## src/design/prab_regs.vh

```
// address map, access widths and timing counts of the peripheral access bridge
`ifndef PRAB_REGS_VH
`define PRAB_REGS_VH
// ***********************************************************
// access sizes on the main bus
// ***********************************************************
`define PRAB_SZ_BYTE 2'h0
`define PRAB_SZ_WORD 2'h1
`define PRAB_SZ_LONG 2'h2
// ***********************************************************
// allowed-size masks: bit n set allows size code n
// ***********************************************************
`define PRAB_ALLOW_BYTE 3'h1
`define PRAB_ALLOW_WORD 3'h2
`define PRAB_ALLOW_ANY 3'h7
// ***********************************************************
// windows of the decoded peripheral functions
// ***********************************************************
`define PRAB_SPI1_CMD_LO 32'h000883b2
`define PRAB_SPI1_CMD_HI 32'h000883be
`define PRAB_CONV_LO 32'h00089000
`define PRAB_CONV_HI 32'h000890ff
`define PRAB_CONV_ADDCNT 8'h0c
`define PRAB_CONV_SMP0 8'h60
`define PRAB_CONV_SMP1 8'h73
`define PRAB_CONV_SMP7 8'h79
`define PRAB_PINSEL_LO 32'h0008c14c
`define PRAB_PINSEL_HI 32'h0008c17f
`define PRAB_EXT_LO 32'h05000000
// ***********************************************************
// bus numbers and peripheral-side cycle counts
// ***********************************************************
`define PRAB_BUS_MAIN1 3'h1
`define PRAB_BUS_PB2 3'h2
`define PRAB_BUS_EXT 3'h7
`define PRAB_PB_WR_CYC 3'h2
`define PRAB_PB_RD_CYC 3'h3
`define PRAB_SLOW_CYC 3'h2
`define PRAB_MAIN_CYC 3'h1
`define PRAB_EXT_CYC 3'h2
`endif

```

## src/design/prab_decode.v

```verilog
// address decoder: target bus, allowed access sizes and peripheral cycle count
`timescale 1ns/100ps
`include "prab_regs.vh"
module prab_decode
(
   input wire [31:0] i_addr,
   input wire i_we,
   output reg [2:0] o_bus,
   output reg [2:0] o_allow,
   output reg [2:0] o_cycles
);
   wire [7:0] conv_off;
   wire conv_byte;
   assign conv_off = i_addr[7:0];
   // addition count and sampling-state registers are the byte ones
   assign conv_byte = (conv_off == `PRAB_CONV_ADDCNT) || (conv_off == `PRAB_CONV_SMP0) ||
                      ((conv_off >= `PRAB_CONV_SMP1) && (conv_off <= `PRAB_CONV_SMP7));
   always @*
   begin
      o_bus = `PRAB_BUS_MAIN1;
      o_allow = `PRAB_ALLOW_ANY;
      o_cycles = `PRAB_MAIN_CYC;
      if (i_addr >= `PRAB_EXT_LO)
      begin
         o_bus = `PRAB_BUS_EXT;
         o_cycles = `PRAB_EXT_CYC;
      end
      else if ((i_addr >= `PRAB_PINSEL_LO) && (i_addr <= `PRAB_PINSEL_HI))
      begin
         o_bus = `PRAB_BUS_PB2;
         o_allow = `PRAB_ALLOW_BYTE;
         o_cycles = i_we ? `PRAB_PB_WR_CYC : `PRAB_PB_RD_CYC;
      end
      else if ((i_addr >= `PRAB_CONV_LO) && (i_addr <= `PRAB_CONV_HI))
      begin
         o_bus = `PRAB_BUS_PB2;
         o_allow = conv_byte ? `PRAB_ALLOW_BYTE : `PRAB_ALLOW_WORD;
         o_cycles = i_we ? `PRAB_PB_WR_CYC : `PRAB_PB_RD_CYC;
      end
      else if ((i_addr >= `PRAB_SPI1_CMD_LO) && (i_addr <= `PRAB_SPI1_CMD_HI))
      begin
         o_bus = `PRAB_BUS_PB2;
         o_allow = `PRAB_ALLOW_WORD;
         o_cycles = i_we ? `PRAB_PB_WR_CYC : `PRAB_PB_RD_CYC;
      end
   end
endmodule // prab_decode

```

## src/design/prab_bridge.v

```verilog
// main-bus to peripheral-bus bridge with divided-clock synchronization
`timescale 1ns/100ps
`include "prab_regs.vh"
// Summary of operation
// - access = main + sync + peripheral cycles
// - sync cycles for every bus except main bus 1, external bus 7 included
// - fast core: main plus sync within one peripheral clock
// - slow core: next access on following core cycle
// - external unit: main plus sync within one bus clock
// - colliding masters or fetches stall the access
// - pin function registers: byte only, 2/3 cycles
// - converter word registers word only, byte ones byte
// - serial command registers word only, 2/3 cycles
module prab_bridge
#(
   parameter DIV_W = 4
)
(
   input wire I_CLK,
   input wire I_RESET,
   input wire I_CE,
   input wire I_REQ,
   input wire [31:0] I_ADDR,
   input wire I_WE,
   input wire [1:0] I_SIZE,
   input wire [31:0] I_WDATA,
   input wire I_CONFLICT,
   input wire I_CORE_SLOWER,
   input wire [DIV_W-1:0] I_PCLK_DIV,
   input wire [DIV_W-1:0] I_BCLK_DIV,
   input wire [31:0] I_PRDATA,
   output reg O_BUSY,
   output reg O_ACK,
   output reg O_ERR,
   output reg [31:0] O_RDATA,
   output reg O_PSEL,
   output reg O_PWE,
   output reg [2:0] O_PBUS,
   output reg [1:0] O_PSIZE,
   output reg [31:0] O_PADDR,
   output reg [31:0] O_PWDATA
);
   // ***********************************************************
   // states
   // ***********************************************************
   localparam ST_IDLE = 3'h0;
   localparam ST_MAIN = 3'h1;
   localparam ST_SYNC = 3'h2;
   localparam ST_PERI = 3'h3;
   localparam ST_DONE = 3'h4;

   reg [2:0] state_reg, state_next;
   reg [DIV_W-1:0] pph_reg, bph_reg;
   reg [DIV_W-1:0] sub_reg, sub_next;
   reg [2:0] cyc_reg, cyc_next;
   reg [2:0] bus_reg;
   reg [1:0] size_reg;
   reg we_reg;
   reg [31:0] addr_reg, wdata_reg;
   reg err_reg;
   reg psel_next, ack_next;
   wire [2:0] dec_bus, dec_allow, dec_cycles;
   wire pclk_edge, bclk_edge, tgt_edge, size_ok, is_slow_bus;
   wire [DIV_W-1:0] tgt_div;

   prab_decode u_decode
   (
      .i_addr(I_ADDR),
      .i_we(I_WE),
      .o_bus(dec_bus),
      .o_allow(dec_allow),
      .o_cycles(dec_cycles)
   );

   // ***********************************************************
   // divided clock phases, counted in core cycles
   // ***********************************************************
   assign pclk_edge = (pph_reg == {DIV_W{1'b0}});
   assign bclk_edge = (bph_reg == {DIV_W{1'b0}});
   always @(posedge I_CLK or posedge I_RESET)
   begin
      if (I_RESET)
      begin
         pph_reg <= {DIV_W{1'b0}};
         bph_reg <= {DIV_W{1'b0}};
      end
      else if (I_CE)
      begin
         // a divider of 0 or 1 means the divided clock equals the core clock
         // phase pinned at zero then, else a zero divider would reload all ones and give an edge only every 2^DIV_W cycles
         pph_reg <= (I_PCLK_DIV <= 1) ? {DIV_W{1'b0}} : pclk_edge ?
                    I_PCLK_DIV - {{(DIV_W-1){1'b0}}, 1'b1} : pph_reg - 1'b1;
         bph_reg <= (I_BCLK_DIV <= 1) ? {DIV_W{1'b0}} : bclk_edge ?
                    I_BCLK_DIV - {{(DIV_W-1){1'b0}}, 1'b1} : bph_reg - 1'b1;
      end
   end

   assign size_ok = (I_SIZE != 2'h3) && dec_allow[I_SIZE];
   assign is_slow_bus = (bus_reg != `PRAB_BUS_MAIN1);
   assign tgt_edge = (bus_reg == `PRAB_BUS_EXT) ? bclk_edge : pclk_edge;
   assign tgt_div = (bus_reg == `PRAB_BUS_EXT) ? I_BCLK_DIV : I_PCLK_DIV;

   // ***********************************************************
   // access sequencer
   // ***********************************************************
   always @*
   begin
      state_next = state_reg;
      sub_next = sub_reg;
      cyc_next = cyc_reg;
      psel_next = 1'b0;
      ack_next = 1'b0;
      case (state_reg)
         ST_IDLE:
         begin
            if (I_REQ && !I_CONFLICT)
               state_next = ST_MAIN;
         end
         ST_MAIN:
         begin
            // one main-bus cycle, stretched while another master holds the bus, except for a refused access
            if (err_reg)
            begin
               state_next = ST_DONE;
               ack_next = 1'b1;
            end
            else if (!I_CONFLICT)
            begin
               if (is_slow_bus && !I_CORE_SLOWER && !tgt_edge)
                  state_next = ST_SYNC;
               else if (is_slow_bus && !I_CORE_SLOWER)
               begin
                  // already on a divided edge: no sync cycle, main stays in one slow period
                  state_next = ST_PERI;
                  psel_next = 1'b1;
                  sub_next = (tgt_div <= 1) ? {DIV_W{1'b0}} : tgt_div - 1'b1;
               end
               else
               begin
                  state_next = ST_PERI;
                  psel_next = 1'b1;
                  sub_next = {DIV_W{1'b0}};
                  cyc_next = is_slow_bus ? `PRAB_SLOW_CYC : cyc_reg;
               end
            end
         end
         ST_SYNC:
         begin
            // waits for the next divided edge: with an unchanged divider main plus sync never pass one
            // slow period, since the phase counter wraps within one divide
            if (tgt_edge)
            begin
               state_next = ST_PERI;
               psel_next = 1'b1;
               sub_next = (tgt_div <= 1) ? {DIV_W{1'b0}} : tgt_div - 1'b1;
            end
         end
         ST_PERI:
         begin
            psel_next = 1'b1;
            if (sub_reg != {DIV_W{1'b0}})
               sub_next = sub_reg - 1'b1;
            else if (cyc_reg > 3'h1)
            begin
               cyc_next = cyc_reg - 1'b1;
               sub_next = (is_slow_bus && !I_CORE_SLOWER && tgt_div > 1) ?
                          tgt_div - 1'b1 : {DIV_W{1'b0}};
            end
            else
            begin
               psel_next = 1'b0;
               ack_next = 1'b1;
               state_next = ST_DONE;
            end
         end
         ST_DONE:
            state_next = ST_IDLE;
         default:
            state_next = ST_IDLE;
      endcase
   end

   always @(posedge I_CLK or posedge I_RESET)
   begin
      if (I_RESET)
      begin
         state_reg <= ST_IDLE;
         sub_reg <= {DIV_W{1'b0}};
         cyc_reg <= 3'h0;
         bus_reg <= `PRAB_BUS_MAIN1;
         size_reg <= `PRAB_SZ_BYTE;
         we_reg <= 1'b0;
         addr_reg <= 32'h00000000;
         wdata_reg <= 32'h00000000;
         err_reg <= 1'b0;
         O_BUSY <= 1'b0;
         O_ACK <= 1'b0;
         O_ERR <= 1'b0;
         O_RDATA <= 32'h00000000;
         O_PSEL <= 1'b0;
         O_PWE <= 1'b0;
         O_PBUS <= 3'h0;
         O_PSIZE <= 2'h0;
         O_PADDR <= 32'h00000000;
         O_PWDATA <= 32'h00000000;
      end
      else if (I_CE)
      begin
         state_reg <= state_next;
         sub_reg <= sub_next;
         cyc_reg <= cyc_next;
         if (state_reg == ST_IDLE && state_next == ST_MAIN)
         begin
            bus_reg <= dec_bus;
            cyc_reg <= dec_cycles;
            size_reg <= I_SIZE;
            we_reg <= I_WE;
            addr_reg <= I_ADDR;
            wdata_reg <= I_WDATA;
            err_reg <= !size_ok;
         end
         O_BUSY <= (state_next != ST_IDLE) && (state_next != ST_DONE);
         O_ACK <= ack_next;
         O_ERR <= ack_next && (state_reg == ST_MAIN) && err_reg;
         // refused accesses never reach the peripheral bus
         O_PSEL <= psel_next;
         O_PWE <= psel_next && we_reg;
         O_PBUS <= bus_reg;
         O_PSIZE <= size_reg;
         O_PADDR <= addr_reg;
         O_PWDATA <= wdata_reg;
         // read data latched on the last peripheral cycle
         if (state_reg == ST_PERI && state_next == ST_DONE && !we_reg)
            O_RDATA <= I_PRDATA;
      end
   end
endmodule // prab_bridge

```

## config.mk

```make
export PLATFORM = sky130hd
export DESIGN_NAME = prab_bridge
export DESIGN_NICKNAME = d
export VERILOG_FILES = /design/src/design/prab_decode.v /design/src/design/prab_bridge.v
export VERILOG_INCLUDE_DIRS = /design/src /design/src/design
export SDC_FILE = /design/constraint.sdc
export NUM_CORES = 1
export LEC_CHECK = 0
export BUFFER_PORTS_ARGS = -buffer_cell sky130_fd_sc_hd__buf_2
export CAP_MARGIN = 10
export CELL_PAD_IN_SITES_DETAIL_PLACEMENT = 1
export CELL_PAD_IN_SITES_GLOBAL_PLACEMENT = 1
export CORE_AREA = 2 2 150 152
export DETAILED_ROUTE_END_ITERATION = 8
export DIE_AREA = 0 0 152 154
export GPL_TIMING_DRIVEN = 0
export PLACE_DENSITY = 0.74
export SYNTH_ARGS = -nofsm -noshare
export SYNTH_HDL_FRONTEND = slang
export SYNTH_SLANG_ARGS = --single-unit
export TNS_END_PERCENT = 5
```

## constraint.sdc

```tcl
create_clock -name I_CLK -period 7.2 [get_ports I_CLK]
set_input_delay 0.72 -clock I_CLK [delete_from_list [all_inputs] [get_ports I_CLK]]
set_output_delay 0.72 -clock I_CLK [all_outputs]
set_load 0.05 [all_outputs]
```

Word level (Yosys, flattened, before mapping)
Index checks and enable logic that the tools add are counted.
{"block": "totals", "regBits": 195, "input_bits": 113, "output_inout_bits": 106, "elab_cells": 160}
{"block": "classes", "n_addsub": 7, "magnitude_cmp": 15, "n_eq_ne": 23, "muxes": 60, "n_reduce_logical": 34}
{"cell": "32-bit by 20-bit greater-or-equal comparator with 1-bit output (second input constant)", "n": 3}
{"cell": "32-bit by 20-bit <= comparator with 1-bit output (second input constant)", "n": 3}
{"cell": "3-bit two-way mux", "n": 25}
{"cell": "4-bit two-way mux", "n": 14}
{"cell": "32-bit by 27-bit greater-or-equal comparator with 1-bit output (second input constant)", "n": 1}
{"cell": "3-bit != test (second input constant)", "n": 9}
{"cell": "4-bit by 1-bit subtractor with 4-bit output (second input constant)", "n": 6}
{"cell": "1-bit logical AND", "n": 16}
{"cell": "1-bit two-way mux", "n": 13}
{"cell": "4-bit by 1-bit <= comparator with 1-bit output (second input constant)", "n": 3}
{"cell": "3-bit one-hot mux with 4 select lines", "n": 1}
{"cell": "4-bit one-hot mux with 3 select lines", "n": 1}
{"cell": "2-bit != test (second input constant)", "n": 5}
{"cell": "9-bit AND reduction", "n": 1}
{"cell": "3-bit nonzero test", "n": 3}
{"cell": "8-bit by 4-bit equality test with 1-bit output (second input constant)", "n": 1}
{"cell": "8-bit by 7-bit equality test with 1-bit output (second input constant)", "n": 1}
{"cell": "8-bit by 7-bit greater-or-equal comparator with 1-bit output (second input constant)", "n": 1}
{"cell": "8-bit by 7-bit <= comparator with 1-bit output (second input constant)", "n": 1}
{"cell": "4-bit logical NOT", "n": 2}
{"cell": "7-bit AND reduction", "n": 1}
{"cell": "3-bit by 1-bit equality test with 1-bit output (second input constant)", "n": 2}
{"cell": "3-bit by 2-bit equality test with 1-bit output (second input constant)", "n": 2}
{"cell": "3-bit equality test (second input constant)", "n": 2}
{"cell": "15 further kinds", "n": 22}

Depth between registers and ports, before layout
{"block": "depth", "ltp_word": 12, "mapped_depth": 9, "depth_no_buf": 9}

Cells and area by module
From an unflattened synthesis, not the netlist that was laid out.
{"block": "hier_totals", "hier_cells": 620, "area_unflattened_um2": 8722.1}
{"mod": "prab_bridge", "instances": 1, "cells_each": 566, "area_each_um2": 8360.5, "seq_area_each_um2": 4880.9}
{"mod": "prab_decode", "instances": 1, "cells_each": 54, "area_each_um2": 361.6, "seq_area_each_um2": 0.0}

Worst setup path before layout
Ideal clock, no wire load.
{"block": "synth_path", "kind": "input to register", "start": "in I_CONFLICT", "end": "reg addr_reg[10]", "setup_time_ps": 125, "arrival_ps": 2028, "required_ps": 7075, "path_slack_ps": 5047, "cell_stages": 6, "n_path_buf": 2, "cell_sequence": "nand2b_1 nor4_1 and2_1 buf_2 buf_4 mux2_2"}
{"block": "synth_via", "elab_chain_len": 7, "elab_cells_between_ends": 9, "classes_between": "eq/ne (1); mux (4); reduce/logical (4)"}
{"element": "from (decl)", "line": "prab_bridge.v:27", "source": "input wire I_CONFLICT,"}
{"element": "1-bit logical NOT"}
{"element": "1-bit logical AND", "line": "prab_bridge.v:116", "source": "if (I_REQ && !I_CONFLICT)"}
{"element": "3-bit two-way mux", "line": "prab_bridge.v:116"}
{"element": "3-bit one-hot mux with 4 select lines (*)", "line": "prab_bridge.v:113", "source": "case (state_reg)"}
{"element": "3-bit by 1-bit equality test with 1-bit output (*)", "line": "prab_bridge.v:212", "source": "if (state_reg == ST_IDLE && state_next == ST_MAIN)"}
{"element": "1-bit logical AND (*)", "line": "prab_bridge.v:212"}
{"element": "2-bit AND reduction (no line) (*)"}
{"element": "to (signal assigned)", "line": "prab_bridge.v:193", "source": "addr_reg <= 32'h00000000;"}
{"element": "to (signal assigned)", "line": "prab_bridge.v:218", "source": "addr_reg <= I_ADDR;"}
{"element": "to (decl)", "line": "prab_bridge.v:59", "source": "reg [31:0] addr_reg, wdata_reg;"}
Every way passes the cells marked *; elsewhere a longest branch is shown, timed or not.
A chain may end at the register's enable or synchronous reset.

Worst setup path in the final report
{"block": "layout_path", "start": "reg pph_reg[0]", "end": "reg sub_reg[1]"}
{"block": "layout_via", "elab_chain_len": 6, "elab_cells_between_ends": 7, "classes_between": "eq/ne (2); mux (1); reduce/logical (4)"}
{"element": "from (decl)", "line": "prab_bridge.v:53", "source": "reg [DIV_W-1:0] pph_reg, bph_reg;"}
{"element": "from (signal assigned)", "line": "prab_bridge.v:84", "source": "pph_reg <= {DIV_W{1'b0}};"}
{"element": "from (signal assigned)", "line": "prab_bridge.v:91", "source": "pph_reg <= (I_PCLK_DIV <= 1) ? {DIV_W{1'b0}} : pclk_edge ?"}
{"element": "4-bit logical NOT (*)", "line": "prab_bridge.v:78", "source": "assign pclk_edge = (pph_reg == {DIV_W{1'b0}});"}
{"element": "1-bit two-way mux (*)", "line": "prab_bridge.v:100", "source": "assign tgt_edge = (bus_reg == `PRAB_BUS_EXT) ? bclk_edge : pclk_edge;"}
{"element": "1-bit logical NOT", "line": "prab_bridge.v:129", "source": "if (is_slow_bus && !I_CORE_SLOWER && !tgt_edge)"}
{"element": "1-bit logical AND", "line": "prab_bridge.v:129"}
{"element": "2-bit != test (no line)"}
{"element": "7-bit AND reduction (no line) (*)"}
{"element": "to (signal assigned)", "line": "prab_bridge.v:188", "source": "sub_reg <= {DIV_W{1'b0}};"}
{"element": "to (signal assigned)", "line": "prab_bridge.v:210", "source": "sub_reg <= sub_next;"}
{"element": "to (decl)", "line": "prab_bridge.v:54", "source": "reg [DIV_W-1:0] sub_reg, sub_next;"}
Marked as above.

==> impl_metrics.env <==
export IMPL_core_mm2=0.02169
export IMPL_path_class="reg -> reg"
export IMPL_fp_dieH_um=154
export IMPL_cp_cell_sequence="inv_1 > ha_1 > nor3b_2 > mux2_2 > nor3_1 > nor4_4 > o221ai_1 > o21a_1"
export IMPL_crit_start="pph_reg[0]$_DFFE_PP0P_"
export IMPL_hold_buffers=0
export IMPL_tritoncts="yes"
export IMPL_drive_gt1_frac=0.4349
export IMPL_initial_utilization=0.3941
export IMPL_num_fill_cells=2398
export IMPL_max_freq_mhz=392.2
export IMPL_portBuffers=218
export IMPL_path_buf_inv=1
export IMPL_dieArea_mm2=0.02341
export IMPL_fin_hold_ws_ns=0.4438
export IMPL_stdcell_area_mm2=0.01060
export IMPL_synth_distinct_cells=61
export IMPL_cts_sinks=195
export IMPL_switching_share=0.4424
export IMPL_via_per_inst=5.066
export IMPL_power_uw=4898
export IMPL_overflow=0
export IMPL_track_usage=0.1903
export IMPL_final_cell_mix="223 x buf_2, 194 x dfrtp_1, 130 x nand2_1"
export IMPL_num_rows=54
export IMPL_antenna_found_initial=5
export IMPL_rsz0062_at_grt="false"
export IMPL_maxSlewHeadroom=0.4601
export IMPL_setup_viol=0
export IMPL_cts_resized=0
export IMPL_syn_nets=818
export IMPL_min_path_type="in -> async"
export IMPL_reg2reg_setup_slack_ns=4.65
export IMPL_cts_buffers=17
export IMPL_die_x_um=152
export IMPL_crit_family="simple AND/OR/NAND/NOR gates"
export IMPL_place_congestion=0.7820
export IMPL_placed_cell_area_mm2=0.01002
export IMPL_drv_cap=0
export IMPL_final_setup_tns_ns=0
export IMPL_yosysWarnings=0
export IMPL_dr_pass1_iters=4
export IMPL_synth_edf_count=0
export IMPL_critPathMaxFanout=10
export IMPL_grt_pass1_wl_um=35850
export IMPL_ff2ff_path_depth=8
export IMPL_drt_total_wl_um=21810
export IMPL_vdd_drop_max_v=0.0002365
export IMPL_power_density_mw_per_mm2=462.1
export IMPL_ys_seq_area_frac=0.5710
export IMPL_post_cts_buffers=0
export IMPL_synth_top_cell_area_share=0.5679
export IMPL_clock_latency_ns=0.44
export IMPL_finalClockSkew_ns=0.01748
export IMPL_crit_end="sub_reg[1]$_DFFE_PP0P_"
export IMPL_cp_required_ns=7.52
export IMPL_drt_first_iter_violations=219
export IMPL_end_kind="register"
export IMPL_rr_startpoint="pph_reg[0]$_DFFE_PP0P_"
export IMPL_p_switching_uw=2167
export IMPL_critPathLaunchType="register"
export IMPL_hold_viol=0
export IMPL_p_leak_uw=0.005379
export IMPL_combPwrFrac=0.428
export IMPL_grt_pass1_vias=6759
export IMPL_reg2reg_to="sub_reg[1]$_DFFE_PP0P_"
export IMPL_p_int_uw=2731
export IMPL_cts_htree_levels=4
export IMPL_synthToLayoutAreaGrowth_pct=24.01
export IMPL_syn_inst=694
export IMPL_cts_buffer_depth=2
export IMPL_ys_seq_elements=195
export IMPL_root_buffer="clkbuf_16"
export IMPL_drc=0
export IMPL_slowest_stage="nor4_4"
export IMPL_critical_path_cell_count=8
export IMPL_slowest_delay_ns=0.61
export IMPL_synthArstFlopShare=1.000
export IMPL_synth_area_per_cell_um2=12.32
export IMPL_crit_arrival_ns=2.87
export IMPL_tightest_slew_ns=0.8099
export IMPL_maxSlewViolCount=0
export IMPL_wire_per_inst_um=17.76
export IMPL_status="finished, final reports clean"
export IMPL_final_common_cell="buf_2"
export IMPL_yosysTopAreaCell="dfrtp_1"
export IMPL_path_clk_slew_ns=0.08
export IMPL_ios=219
export IMPL_period_share=0.3541
export IMPL_hpwl_um=15970
export IMPL_grt_max_degree=116
export IMPL_postRouteAntennaNets=0
export IMPL_synth_ff_type="dfrtp_1"
export IMPL_syn_area_mm2=0.008548
export IMPL_fin_crit_ns=2.550
export IMPL_final_nets=1056
export IMPL_synth_area_top_cells="dfrtp_1 57%, mux2_2 14%, nand2_1 5.7%"
export IMPL_p_clk_frac=0.190
export IMPL_vias=6221
export IMPL_seq_power_share=0.382
-- final cells by class --
cell class | count | area, um^2 | area share
buffer | 29 | 186.4 | 0.01759
tap | 280 | 350.3 | 0.03305
multi-input combinational | 451 | 3410 | 0.3216
clock buffer | 19 | 432.9 | 0.04084
inverter | 19 | 78.83 | 0.007436
antenna | 3 | 7.507 | 0.0007082
sequential | 195 | 4881 | 0.4605
timing repair buffer | 219 | 1119 | 0.1055
clock inverter | 13 | 135.1 | 0.01275
-- worst reg2reg max path, stage by stage, from the launching register on --
cell and delay (ns):
dfrtp_1 0.41, inv_1 0.09, ha_1 0.24, nor3b_2 0.33, mux2_2 0.27, nor3_1 0.08, nor4_4 0.61, o221ai_1 0.25
o21a_1 0.15
-- per-stage QoR --
stage	util	worst slack, ns	cells
global route	0.4886	4.432	1227
finish	0.4888	4.650	1228
global placement	0.4606	-1.144	1192
CTS	0.4884	4.630	1225
floorplan	-	1.169	694
detailed placement	0.4622	4.217	1193
-- layer usage --
layer	part of all wire	global-route usage	vias to the layer above
met2	0.50	0.3224	140
met1	0.43	0.2388	3155
met4	0.013	0.04628	4
met3	0.057	0.05919	20
met5	0.0012	0	-
li1	-	-	2902
-- worst min-delay path by stage --
stage                                           end  depth (start not counted)  slack [ns]                      start
after floorplan            wdata_reg[0]$_DFFE_PP0P_                          2        0.44   wdata_reg[0]$_DFFE_PP0P_
after global placement    wdata_reg[15]$_DFFE_PP0P_                          2        0.45  wdata_reg[15]$_DFFE_PP0P_
after detailed placement  wdata_reg[24]$_DFFE_PP0P_                          2        0.46  wdata_reg[24]$_DFFE_PP0P_
after CTS                 wdata_reg[21]$_DFFE_PP0P_                          3        0.45                I_WDATA[21]
after global routing      wdata_reg[21]$_DFFE_PP0P_                          3        0.47                I_WDATA[21]
final                        O_PADDR[2]$_DFFE_PP0P_                          2        0.44                    I_RESET
-- synth_stat cells, drive strengths merged, types with 3 or more instances --
cell / number
dfrtp: 194
mux2: 137
nand2: 130
o21ai: 27
nor2: 21
buf: 20
inv: 19
a21oi: 14
nor3: 14
ha: 11
clkbuf: 9
o22ai: 8
mux2i: 6
nand2b: 5
nand3: 5
nor3b: 5
nor4: 5
nand4b: 4
o21a: 4
o22a: 4
or3: 4
xor2: 4
a22o: 3
a31oi: 3
nand3b: 3
o31ai: 3
-- logic make-up after synthesis --
logic type               count (synthesis)  share of synthesized area
multiplexers                           143                     0.2007
AND/OR/NAND/NOR                        210                     0.1158
XOR/XNOR                                 4                   0.004098
flip-flops                             195                     0.5710
buffers and inverters                   48                    0.03015
adder cells (fa/ha/maj)                 11                    0.01610
AO/OA/AOI/OAI                           83                    0.06221
-- power by group through the flow --
stage / combinational, uW / sequential (uW) / clock (uW)
after floorplan: 747 / 2690 / 0
after global placement: 2060 / 1870 / 0
after detailed placement: 2110 / 1890 / 0
after CTS: 2120 / 1880 / 957
after global routing: 2240 / 1940 / 996
final: 2100 / 1870 / 929
No activity file was read; power rests on OpenSTA's default activity.
